===== src/rtl/serial_port_pkg.sv =====
/*
  constants shared by both ends of the four-wire serial port link:
  command byte layout, transfer format codes and timing counts.
  assumes a 20 MHz system clock on both ends.
*/
package serial_port_pkg;
  localparam int unsigned clk_mhz          = 20;
  localparam int unsigned byte_bits        = 8;
  localparam int unsigned addr_msb         = 7;
  localparam int unsigned addr_lsb         = 4;
  localparam int unsigned fmt_msb          = 3;
  localparam int unsigned fmt_lsb          = 0;
  localparam logic [3:0]  fmt_write_single = 4'h8;
  localparam logic [3:0]  fmt_write_burst  = 4'h0;
  localparam logic [3:0]  fmt_read_single  = 4'hc;
  localparam logic [3:0]  fmt_read_burst   = 4'h4;
  localparam logic [3:0]  addr_last        = 4'hf;
  localparam logic [3:0]  addr_first       = 4'h0;
  localparam logic [3:0]  time_addr_last   = 4'h6;
  // host timing, microseconds as printed
  localparam int unsigned carry_settle_us  = 31;
  localparam int unsigned select_gap_us    = 62;
  localparam int unsigned carry_settle_cyc = carry_settle_us * clk_mhz;
  localparam int unsigned select_gap_cyc   = select_gap_us * clk_mhz;
  // longest select-high period allowed, one second
  localparam int unsigned hold_limit_cyc   = 1000000 * clk_mhz;
  // serial clock half period in clocks, less one
  localparam int unsigned sclk_half_cyc    = 5;
endpackage


===== src/rtl/serial_link_if.sv =====
/*
  four-wire link between host and device ends.
  assumes both ends share clk and rst_n; serial out is tri-state.
*/
`timescale 1ns/1ps
`default_nettype none
interface serial_link_if;
  logic select;     // host_select_line
  logic sclk;       // serial_clock_line
  logic sin;        // serial_in_line, host to device
  logic sout_o;     // serial_out_line value from device
  logic sout_oe;    // device drives serial_out_line
  logic sout;       // resolved level seen by host

  // pull-down stands in for the undriven line
  assign sout = sout_oe ? sout_o : 1'b0;

  modport device (input select, input sclk, input sin, output sout_o, output sout_oe);
  modport host   (output select, output sclk, output sin, input sout);
endinterface
`default_nettype wire


===== src/rtl/serial_device_end.sv =====
/*
  device end of the four-wire serial port: samples the link pins,
  decodes command bytes and moves data to and from a 16-entry
  register space on the user side, and holds the seconds carry.
  assumes the user side answers reads from rd_data in the cycle after
  rd_req and that the link runs far below clk.
*/
`timescale 1ns/1ps
`default_nettype none
module serial_device_end (
  // clock and reset
  input  wire logic       clk,
  input  wire logic       rst_n,
  // link
  serial_link_if.device   link,
  // register access
  output logic            wr_valid,
  input  wire logic       wr_ready,
  output logic [3:0]      wr_addr,
  output logic [7:0]      wr_data,
  output logic            rd_req,
  output logic [3:0]      rd_addr,
  input  wire logic [7:0] rd_data,
  // carry control
  output logic            carry_hold,
  output logic            session_active
);
  typedef enum logic [1:0] {
    st_idle = 2'b00,
    st_cmd  = 2'b01,
    st_data = 2'b11
  } phase_type;

  typedef struct packed {
    logic [1:0] sel_sync;
    logic [1:0] sclk_sync;
    logic [1:0] sin_sync;
    logic       sel_d;
    logic       sclk_d;
    logic       in_on_rise;
    phase_type  phase;
    logic [2:0] bit_cnt;
    logic [7:0] shift_in;
    logic [7:0] shift_out;
    logic [3:0] addr;
    logic [3:0] fmt;
    logic       rd_pend;
    logic       load_out;
    logic       sout_o;
    logic       sout_oe;
    logic [1:0] buf_cnt;
    logic [11:0] buf_word0;
    logic [11:0] buf_word1;
    logic [24:0] hold_cnt;
    logic        hold_over;
  } state_type;

  state_type s;
  state_type next_s;

  // last count of a one-second select-high period
  localparam logic [24:0] hold_last = 25'(serial_port_pkg::hold_limit_cyc - 1);

  // format decode, used by the command and data paths
  function automatic logic is_read(input logic [3:0] f);
    is_read = (f == serial_port_pkg::fmt_read_single) || (f == serial_port_pkg::fmt_read_burst);
  endfunction

  function automatic logic is_burst(input logic [3:0] f);
    is_burst = (f == serial_port_pkg::fmt_read_burst) || (f == serial_port_pkg::fmt_write_burst);
  endfunction

  logic sel;
  logic sclk;
  logic sin;
  logic rise;
  logic fall;
  logic sample_edge;
  logic shift_edge;
  logic [7:0] byte_now;

  // synchronised pins and edges
  assign sel         = s.sel_sync[1];
  assign sclk        = s.sclk_sync[1];
  assign sin         = s.sin_sync[1];
  assign rise        = sclk & ~s.sclk_d;
  assign fall        = ~sclk & s.sclk_d;
  assign sample_edge = s.in_on_rise ? rise : fall;
  assign shift_edge  = s.in_on_rise ? fall : rise;
  assign byte_now    = {s.shift_in[6:0], sin};

  // outputs
  assign link.sout_o    = s.sout_o;
  assign link.sout_oe   = s.sout_oe;
  assign wr_valid       = s.buf_cnt != 2'd0;
  assign wr_addr        = s.buf_word0[11:8];
  assign wr_data        = s.buf_word0[7:0];
  assign rd_req         = s.rd_pend;
  assign rd_addr        = s.addr;
  assign carry_hold     = sel & ~s.hold_over;
  assign session_active = s.phase != st_idle;

  // next state
  always_comb begin
    next_s           = s;
    next_s.sel_sync  = {s.sel_sync[0], link.select};
    next_s.sclk_sync = {s.sclk_sync[0], link.sclk};
    next_s.sin_sync  = {s.sin_sync[0], link.sin};
    next_s.sel_d     = sel;
    next_s.sclk_d    = sclk;
    next_s.rd_pend   = 1'b0;
    next_s.load_out  = s.rd_pend;
    // drain buffer
    // word0 leaves, word1 moves up
    if (wr_valid && wr_ready) begin
      next_s.buf_word0 = s.buf_word1;
      next_s.buf_cnt   = s.buf_cnt - 2'd1;
    end
    if (s.load_out) begin
      next_s.shift_out = rd_data;
    end
    // held carry is let go after one second of select high
    if (!sel) begin
      next_s.hold_cnt  = 25'd0;
      next_s.hold_over = 1'b0;
    end else if (s.hold_cnt == hold_last) begin
      next_s.hold_over = 1'b1;
    end else begin
      next_s.hold_cnt = s.hold_cnt + 25'd1;
    end
    if (sel && !s.sel_d) begin
      next_s.in_on_rise = sclk;
      next_s.phase      = st_cmd;
      next_s.bit_cnt    = 3'd0;
    end else if (!sel) begin
      next_s.phase   = st_idle;
      next_s.bit_cnt = 3'd0;
      next_s.sout_oe = 1'b0;
    end else if (sample_edge) begin
      next_s.shift_in = byte_now;
      next_s.bit_cnt  = s.bit_cnt + 3'd1;
      if (s.bit_cnt == 3'd7) begin
        if (s.phase == st_cmd) begin
          next_s.addr  = byte_now[serial_port_pkg::addr_msb:serial_port_pkg::addr_lsb];
          next_s.fmt   = byte_now[serial_port_pkg::fmt_msb:serial_port_pkg::fmt_lsb];
          next_s.phase = st_data;
          next_s.rd_pend = is_read(byte_now[3:0]);
        end else begin
          if (!is_read(s.fmt)) begin
            // buffer holds the word if user stalls
            // a full buffer keeps its words and drops the new one
            if (next_s.buf_cnt == 2'd0) begin
              next_s.buf_word0 = {s.addr, byte_now};
            end else if (next_s.buf_cnt == 2'd1) begin
              next_s.buf_word1 = {s.addr, byte_now};
            end
            if (next_s.buf_cnt != 2'd2) begin
              next_s.buf_cnt = next_s.buf_cnt + 2'd1;
            end
          end
          if (is_burst(s.fmt)) begin
            next_s.addr    = s.addr + 4'h1;
            next_s.rd_pend = is_read(s.fmt);
          end else begin
            next_s.phase = st_cmd;
          end
        end
      end
    end else if (shift_edge && s.phase == st_data && is_read(s.fmt)) begin
      next_s.sout_oe   = 1'b1;
      next_s.sout_o    = s.shift_out[7];
      next_s.shift_out = {s.shift_out[6:0], 1'b0};
    end else if (shift_edge && s.phase == st_cmd) begin
      next_s.sout_oe = 1'b0;
    end
  end

  // state register
  always_ff @(posedge clk or negedge rst_n) begin
    if (!rst_n) begin
      s <= '0;
    end else begin
      s <= next_s;
    end
  end
endmodule
`default_nettype wire


===== src/flat_wrapper.sv =====
// flat-port wrapper written by rule: the top's interface ports become plain ports
module serial_device_end_flat 
  (clk, rst_n, wr_valid, wr_ready, wr_addr, wr_data, rd_req, rd_addr, rd_data, carry_hold, session_active, link_select, link_sclk, link_sin, link_sout_o, link_sout_oe);
  serial_link_if link_i ();
  input  wire logic clk;
  input  wire logic rst_n;
  output logic wr_valid;
  input  wire logic wr_ready;
  output logic [3:0] wr_addr;
  output logic [7:0] wr_data;
  output logic rd_req;
  output logic [3:0] rd_addr;
  input  wire logic [7:0] rd_data;
  output logic carry_hold;
  output logic session_active;
  input wire logic [$bits(link_i.select)-1:0] link_select;
  input wire logic [$bits(link_i.sclk)-1:0] link_sclk;
  input wire logic [$bits(link_i.sin)-1:0] link_sin;
  output wire logic [$bits(link_i.sout_o)-1:0] link_sout_o;
  output wire logic [$bits(link_i.sout_oe)-1:0] link_sout_oe;
  assign link_i.select = link_select;
  assign link_i.sclk = link_sclk;
  assign link_i.sin = link_sin;
  assign link_sout_o = link_i.sout_o;
  assign link_sout_oe = link_i.sout_oe;
  serial_device_end u_core (.clk(clk), .rst_n(rst_n), .link(link_i), .wr_valid(wr_valid), .wr_ready(wr_ready), .wr_addr(wr_addr), .wr_data(wr_data), .rd_req(rd_req), .rd_addr(rd_addr), .rd_data(rd_data), .carry_hold(carry_hold), .session_active(session_active));
endmodule

===== config.mk =====
export PLATFORM = sky130hd
export DESIGN_NAME = serial_device_end_flat
export DESIGN_NICKNAME = d
export VERILOG_FILES = /design/src/rtl/serial_port_pkg.sv /design/src/rtl/serial_link_if.sv /design/src/rtl/serial_device_end.sv /design/src/flat_wrapper.sv
export SDC_FILE = /design/constraint.sdc
export NUM_CORES = 1
export LEC_CHECK = 0
export BUFFER_PORTS_ARGS = -buffer_cell sky130_fd_sc_hd__buf_2
export CORE_MARGIN = 1
export CORE_UTILIZATION = 30
export CTS_BUF_LIST = sky130_fd_sc_hd__clkbuf_2 sky130_fd_sc_hd__clkbuf_4 sky130_fd_sc_hd__clkbuf_8
export DETAILED_ROUTE_END_ITERATION = 8
export SLEW_MARGIN = 10
export SYNTH_ARGS = -nofsm -noshare
export SYNTH_HDL_FRONTEND = slang
export SYNTH_SLANG_ARGS = --single-unit

===== constraint.sdc =====
create_clock -name clk -period 4.6 [get_ports clk]
set_clock_uncertainty 0.1 [all_clocks]
set_input_delay 0.23 -clock clk [delete_from_list [all_inputs] [get_ports clk]]
set_output_delay 0.23 -clock clk [all_outputs]
set_load 0.02 [all_outputs]

# [After elaboration in Yosys (flattened, before gate mapping)]
# Index checks and enable logic that the tools add are counted.
# W data, S select, Z words.
[op_classes] n_mux=38 n_addsub=5 bitwise=11 n_reduce_logical=21 n_eq_ne=17
[ops] cell="$mux W26" n=7
[ops] cell="$mux W12" n=3
[ops] cell="$mux W17" n=2
[ops] cell="$add A25 B1 Y25 const B" n=1
[ops] cell="$eq A25 B25 Y1 const B" n=1
[ops] cell="$mux W25" n=1
[ops] cell="$mux W8" n=3
[ops] cell="$mux W9" n=2
[ops] cell="$mux W14" n=1
[ops] cell="$mux W13" n=1
[ops] cell="$mux W4" n=3
[ops] cell="$mux W5" n=2
[ops] cell="$reduce_and A5 Y1" n=2
[ops] cell="$mux W1" n=9
[ops] cell="$ne A3 B3 Y1 const B" n=3
[ops] cell="$reduce_and A3 Y1" n=3
[ops] cell="$eq A4 B3 Y1 const B" n=2
[ops] cell="$eq A4 B4 Y1 const B" n=2
[ops] cell="$mux W2" n=4
[ops] cell="$ne A2 B2 Y1 const B" n=4
[ops] cell="$not A1 Y1" n=8
[ops] cell="$reduce_and A8 Y1" n=1
[ops] cell="$reduce_bool A2 Y1" n=3
[ops] cell="$logic_and A1 B1 Y1" n=5
[ops] cell="other kinds (14)" n=19
[totals] output_inout_bits=22 elab_cells=113 reg_bits=94 inputBits=14

# [Logic depth before layout (Yosys ltp)]
[depth] ltp_word=12 depth_mapped=9 depth_no_buf=7

# [Least setup slack after synthesis]
# No wires, ideal clock.
[synth_timing] kind="reg-to-reg" startpoint="register u_core.s[50] (netlist bit)" endpoint="register u_core.s[28] (netlist bit)" period_less_slack_ps=1989 n_path_buf=2 required_time_ps=4375 arrival_time_ps=1764 setup_ps=125 slack_ps=2611 path_stages_with_launch=9 cell_sequence="dfrtp_1 inv_1 ha_1 nor2b_1 clkbuf_1 and3_1 o21a_2 buf_6 mux2_2"
[synth_via] elab_chain_len=6 elab_cells_between_ends=8 classes_between="1 x add/sub; 1 x eq/ne; 1 x mux; 1 x bitwise; 4 x reduce/logical"
[synth_rtl] item="start, declared" line_no="serial_device_end.sv:58" rtl="state_type s;"
[synth_rtl] item="start signal, assigned" line_no="serial_device_end.sv:183" rtl="s <= next_s;"
[synth_rtl] item="branches (longest 2 deep; another with $sub A2 B1 Y2)"
[synth_rtl] item="$mux W14 *" line_no="serial_device_end.sv:115" rtl="if (wr_valid && wr_ready) begin"
[synth_rtl] item="$logic_not A2 Y1" line_no="serial_device_end.sv:152" rtl="if (next_s.buf_cnt == 2'd0) begin"
[synth_rtl] item="$not A1 Y1 (no source line)"
[synth_rtl] item="$reduce_and A8 Y1 (no source line) *"
# Every way passes the cells marked *.
# A chain may end at the register's enable or synchronous reset.

# [Worst setup path in the final report]
[layout_timing] startpoint="register u_core.s (netlist bit u_core.next_s[87])" endpoint="output carry_hold"
[layout_via] elab_chain_len=1
[layout_rtl] item="$and A1 B1 Y1" line_no="serial_device_end.sv:100" rtl="assign carry_hold = sel & ~s.hold_over;"
[layout_rtl] item="end, declared" line_no="flat_wrapper.sv:14" rtl="output logic carry_hold;"
# Every way passes these cells.

==> metrics.yaml <==
logic_synthesis:
  seq_area_frac_synth: 0.520
  synth_edf_count: 0
  ys_ff_latch: 93
  synthTopCellsByArea: "dfrtp_1 52%, mux2_2 6.5%, nand2_1 5.8%"
  async_flop_share: 1.00
  synth.net_count: 437
  yosysWarnings: 0
  avgSynthCellArea_um2: 10.7
  netlist_area_um2: 4470
  synth_top_cell_by_area: "dfrtp_1"
  yosys.area.top_type_share: 0.520
  yosys_most_used_dff: "dfrtp_1"
  postSynthCellCount: 418
  synth_cell_types: 50
finish:
  n_antenna_cell: 0
  nFillCells: 1466
  drive_above_1_share: 0.224
  areaGrowthSynthToFinish_pct: 10.8
  final_cell_mix: "93 x dfrtp_1, 69 x nand2_1, 34 x buf_2, 30 x nor2_1, 26 x mux2_2"
  final_common_cell: "dfrtp_1"
  nNetsFinal: 460
  fin_area_um2: 4950
routing:
  drt-initial-drc-count: 251
  drt-pass1-iter-count: 4
  via_per_inst: 4.83
  vias: 3043
  drc: 0
  routed_wl_um: 8580
  routedWlPerCell_um: 13.6
  ant_nets: 0
global_routing:
  grt_pass1_vias: 3018
  grt_pass1_wl_um: 14500
  grt_max_degree: 49
  antenna_found_initial: 0
  grt_util_all_layers: 0.119
  grt.overflow.total: 0
floorplanning:
  coreArea_um2: 14500
  dieArea_um2: 15400
  start_util: 0.308
  rows: 44
  ioPinCount: 36
  die_h_um: 124
  die_w_um: 124
timing:
  fin_ws_ns: 1.79
  period_needed_ns: 2.81
  slew_violations: 0
  rsz0062_at_grt: "false"
  period_share: 0.610
  finalSetupTns_ns: 0
  setup_viol_count_final: 0
  fmax_ghz: 0.356
  relSlewSlack: 0.373
  hold_viol: 0
  tightest_slew_ns: 0.937
power:
  vdd_drop_max_mv: 0.130
  leakagePower_nw: 2.31
  pwr_density_cell_nw_per_um2: 332
worst_setup_path:
  cp.required_ns: 4.27
  crit_path_start_kind: "flip-flop"
  critical_path_arrival_ns: 2.48
  crit_type: "reg -> out"
  cp_max_fo: 24
  end_kind: "output port"
cts:
  clock_tree.buffer_depth: 2
  cts.sinks: 93
  clk_latency_ns: 0.36
  h-tree-depth: 3
  cts_inserted_buffers: 9
  clkTransAtPathRegs_ns: 0.09
  cts_setup_buffers: 0
  cts_root_buffer: "clkbuf_8"
  cts_tree: "built"
job:
  cap_viol_max_count: 0
status:
  status: "finished, final reports clean"
place:
  hpwlAfterDp_um: 5980
  port-buffer-count: 35
  globalplace.congestion: 0.808
  pre_cts_slack_ns: 1.71
  place_area_um2: 4710
worst_hold_path:
  worstHoldPathType: "in -> reg"
[sequential cells by signal (all words and copies together) (netlist names)]
name	flops
u_core.link.sout_o	1
u_core.rd_addr	4
u_core.wr_addr	4
u_core.next_s	5
u_core.s	61
u_core.wr_data	8
u_core.byte_now	8
u_core.rd_req	1
u_core.link.sout_oe	1
[stage by stage]
stage | std cells | hold WS (ns) | utilization | total power [W]
finish | 630 | 0.0240 | 0.341 | 0.00165
CTS | 630 | 0.00931 | 0.341 | 0.00167
global route | 630 | 0.0294 | 0.341 | 0.00173
floorplan | 418 | -0.166 | - | 0.00103
global placement | 610 | 0.159 | 0.324 | 0.00109
detailed placement | 610 | 0.170 | 0.324 | 0.00110
[logic make-up after synthesis]
| family | share of synthesized area |
|---|---|
| flip-flops | 0.520 |
| AND/OR/NAND/NOR | 0.188 |
| multiplexers | 0.142 |
| buffers and inverters | 0.0492 |
| adder cells (fa/ha/maj) | 0.0140 |
| AO/OA/AOI/OAI | 0.0590 |
| XOR/XNOR | 0.0274 |
[report_power, final]
| part | internal (W) | switching [W] | total, W | leakage, nW |
|---|---|---|---|---|
| sequential | 0.000853 | 0.0000530 | 0.000906 | 1.23 |
| combinational | 0.0000709 | 0.000110 | 0.000181 | 0.981 |
| clock | 0.000273 | 0.000286 | 0.000559 | 0.0994 |
[cell type report]
class	count	area [um^2]	area share
inverter	9	33.8	0.00682
multi-input combinational	287	1930	0.389
tap	184	230	0.0465
sequential	93	2330	0.470
clock inverter	5	58.8	0.0119
timing repair buffer	41	233	0.0470
clock buffer	11	145	0.0293
[synth_stat cells (4+ instances only)]
cell type and number:
dfrtp_1 93, buf_4 16, and3_1 4, nand2_1 69, o31ai_1 4, inv_1 8
nand3_1 17, nand2b_1 9, nand4_1 4, nor3_1 8, mux2i_1 21, nor2_1 30
mux2_4 8, o21ai_0 15, mux2_2 26, xnor2_1 10, ha_1 5, clkbuf_1 8
xor2_1 4, nor4_1 6, a21oi_1 10
[worst paths after layout]
kind / startpoint / endpoint / slack [ns] / cells past startpoint
setup / recovery: u_core.next_s[87] / carry_hold / 1.79 / 3
hold / removal: rd_data[0] / u_core.s[64] / 0.02 / 3
setup reg to reg: u_core.s[50] / u_core.s[29] / 2.05 / 6
hold reg to reg: u_core.next_s[91] / u_core.next_s[86] / 0.26 / 0
max in group asynchronous: rst_n / u_core.rd_req / 3.06 / 3
min in group asynchronous: rst_n / u_core.wr_addr[2] / 0.31 / 2
[worst max-delay path: stages, from the launching register on]
cell and delay [ns]:
dfrtp_1 0.87, clkinv_1 0.74, nor2_1 0.30, buf_2 0.20
[layer usage]
metal,vias up,global-route usage,share of wire
li1,1474,-,-
met1,1500,0.165,0.48
met2,58,0.182,0.46
met3,11,0.0211,0.040
met4,0,0.0528,0.017
met5,-,0,0
[what timing repair did]
action | in CTS | in global routing
endpoints found under the setup margin | 0 | 0
hold buffers | 4 | 0
resized for setup | 0 | 0
hold endpoints to repair | 48 | 0
(Power assumes the default switching activity.)
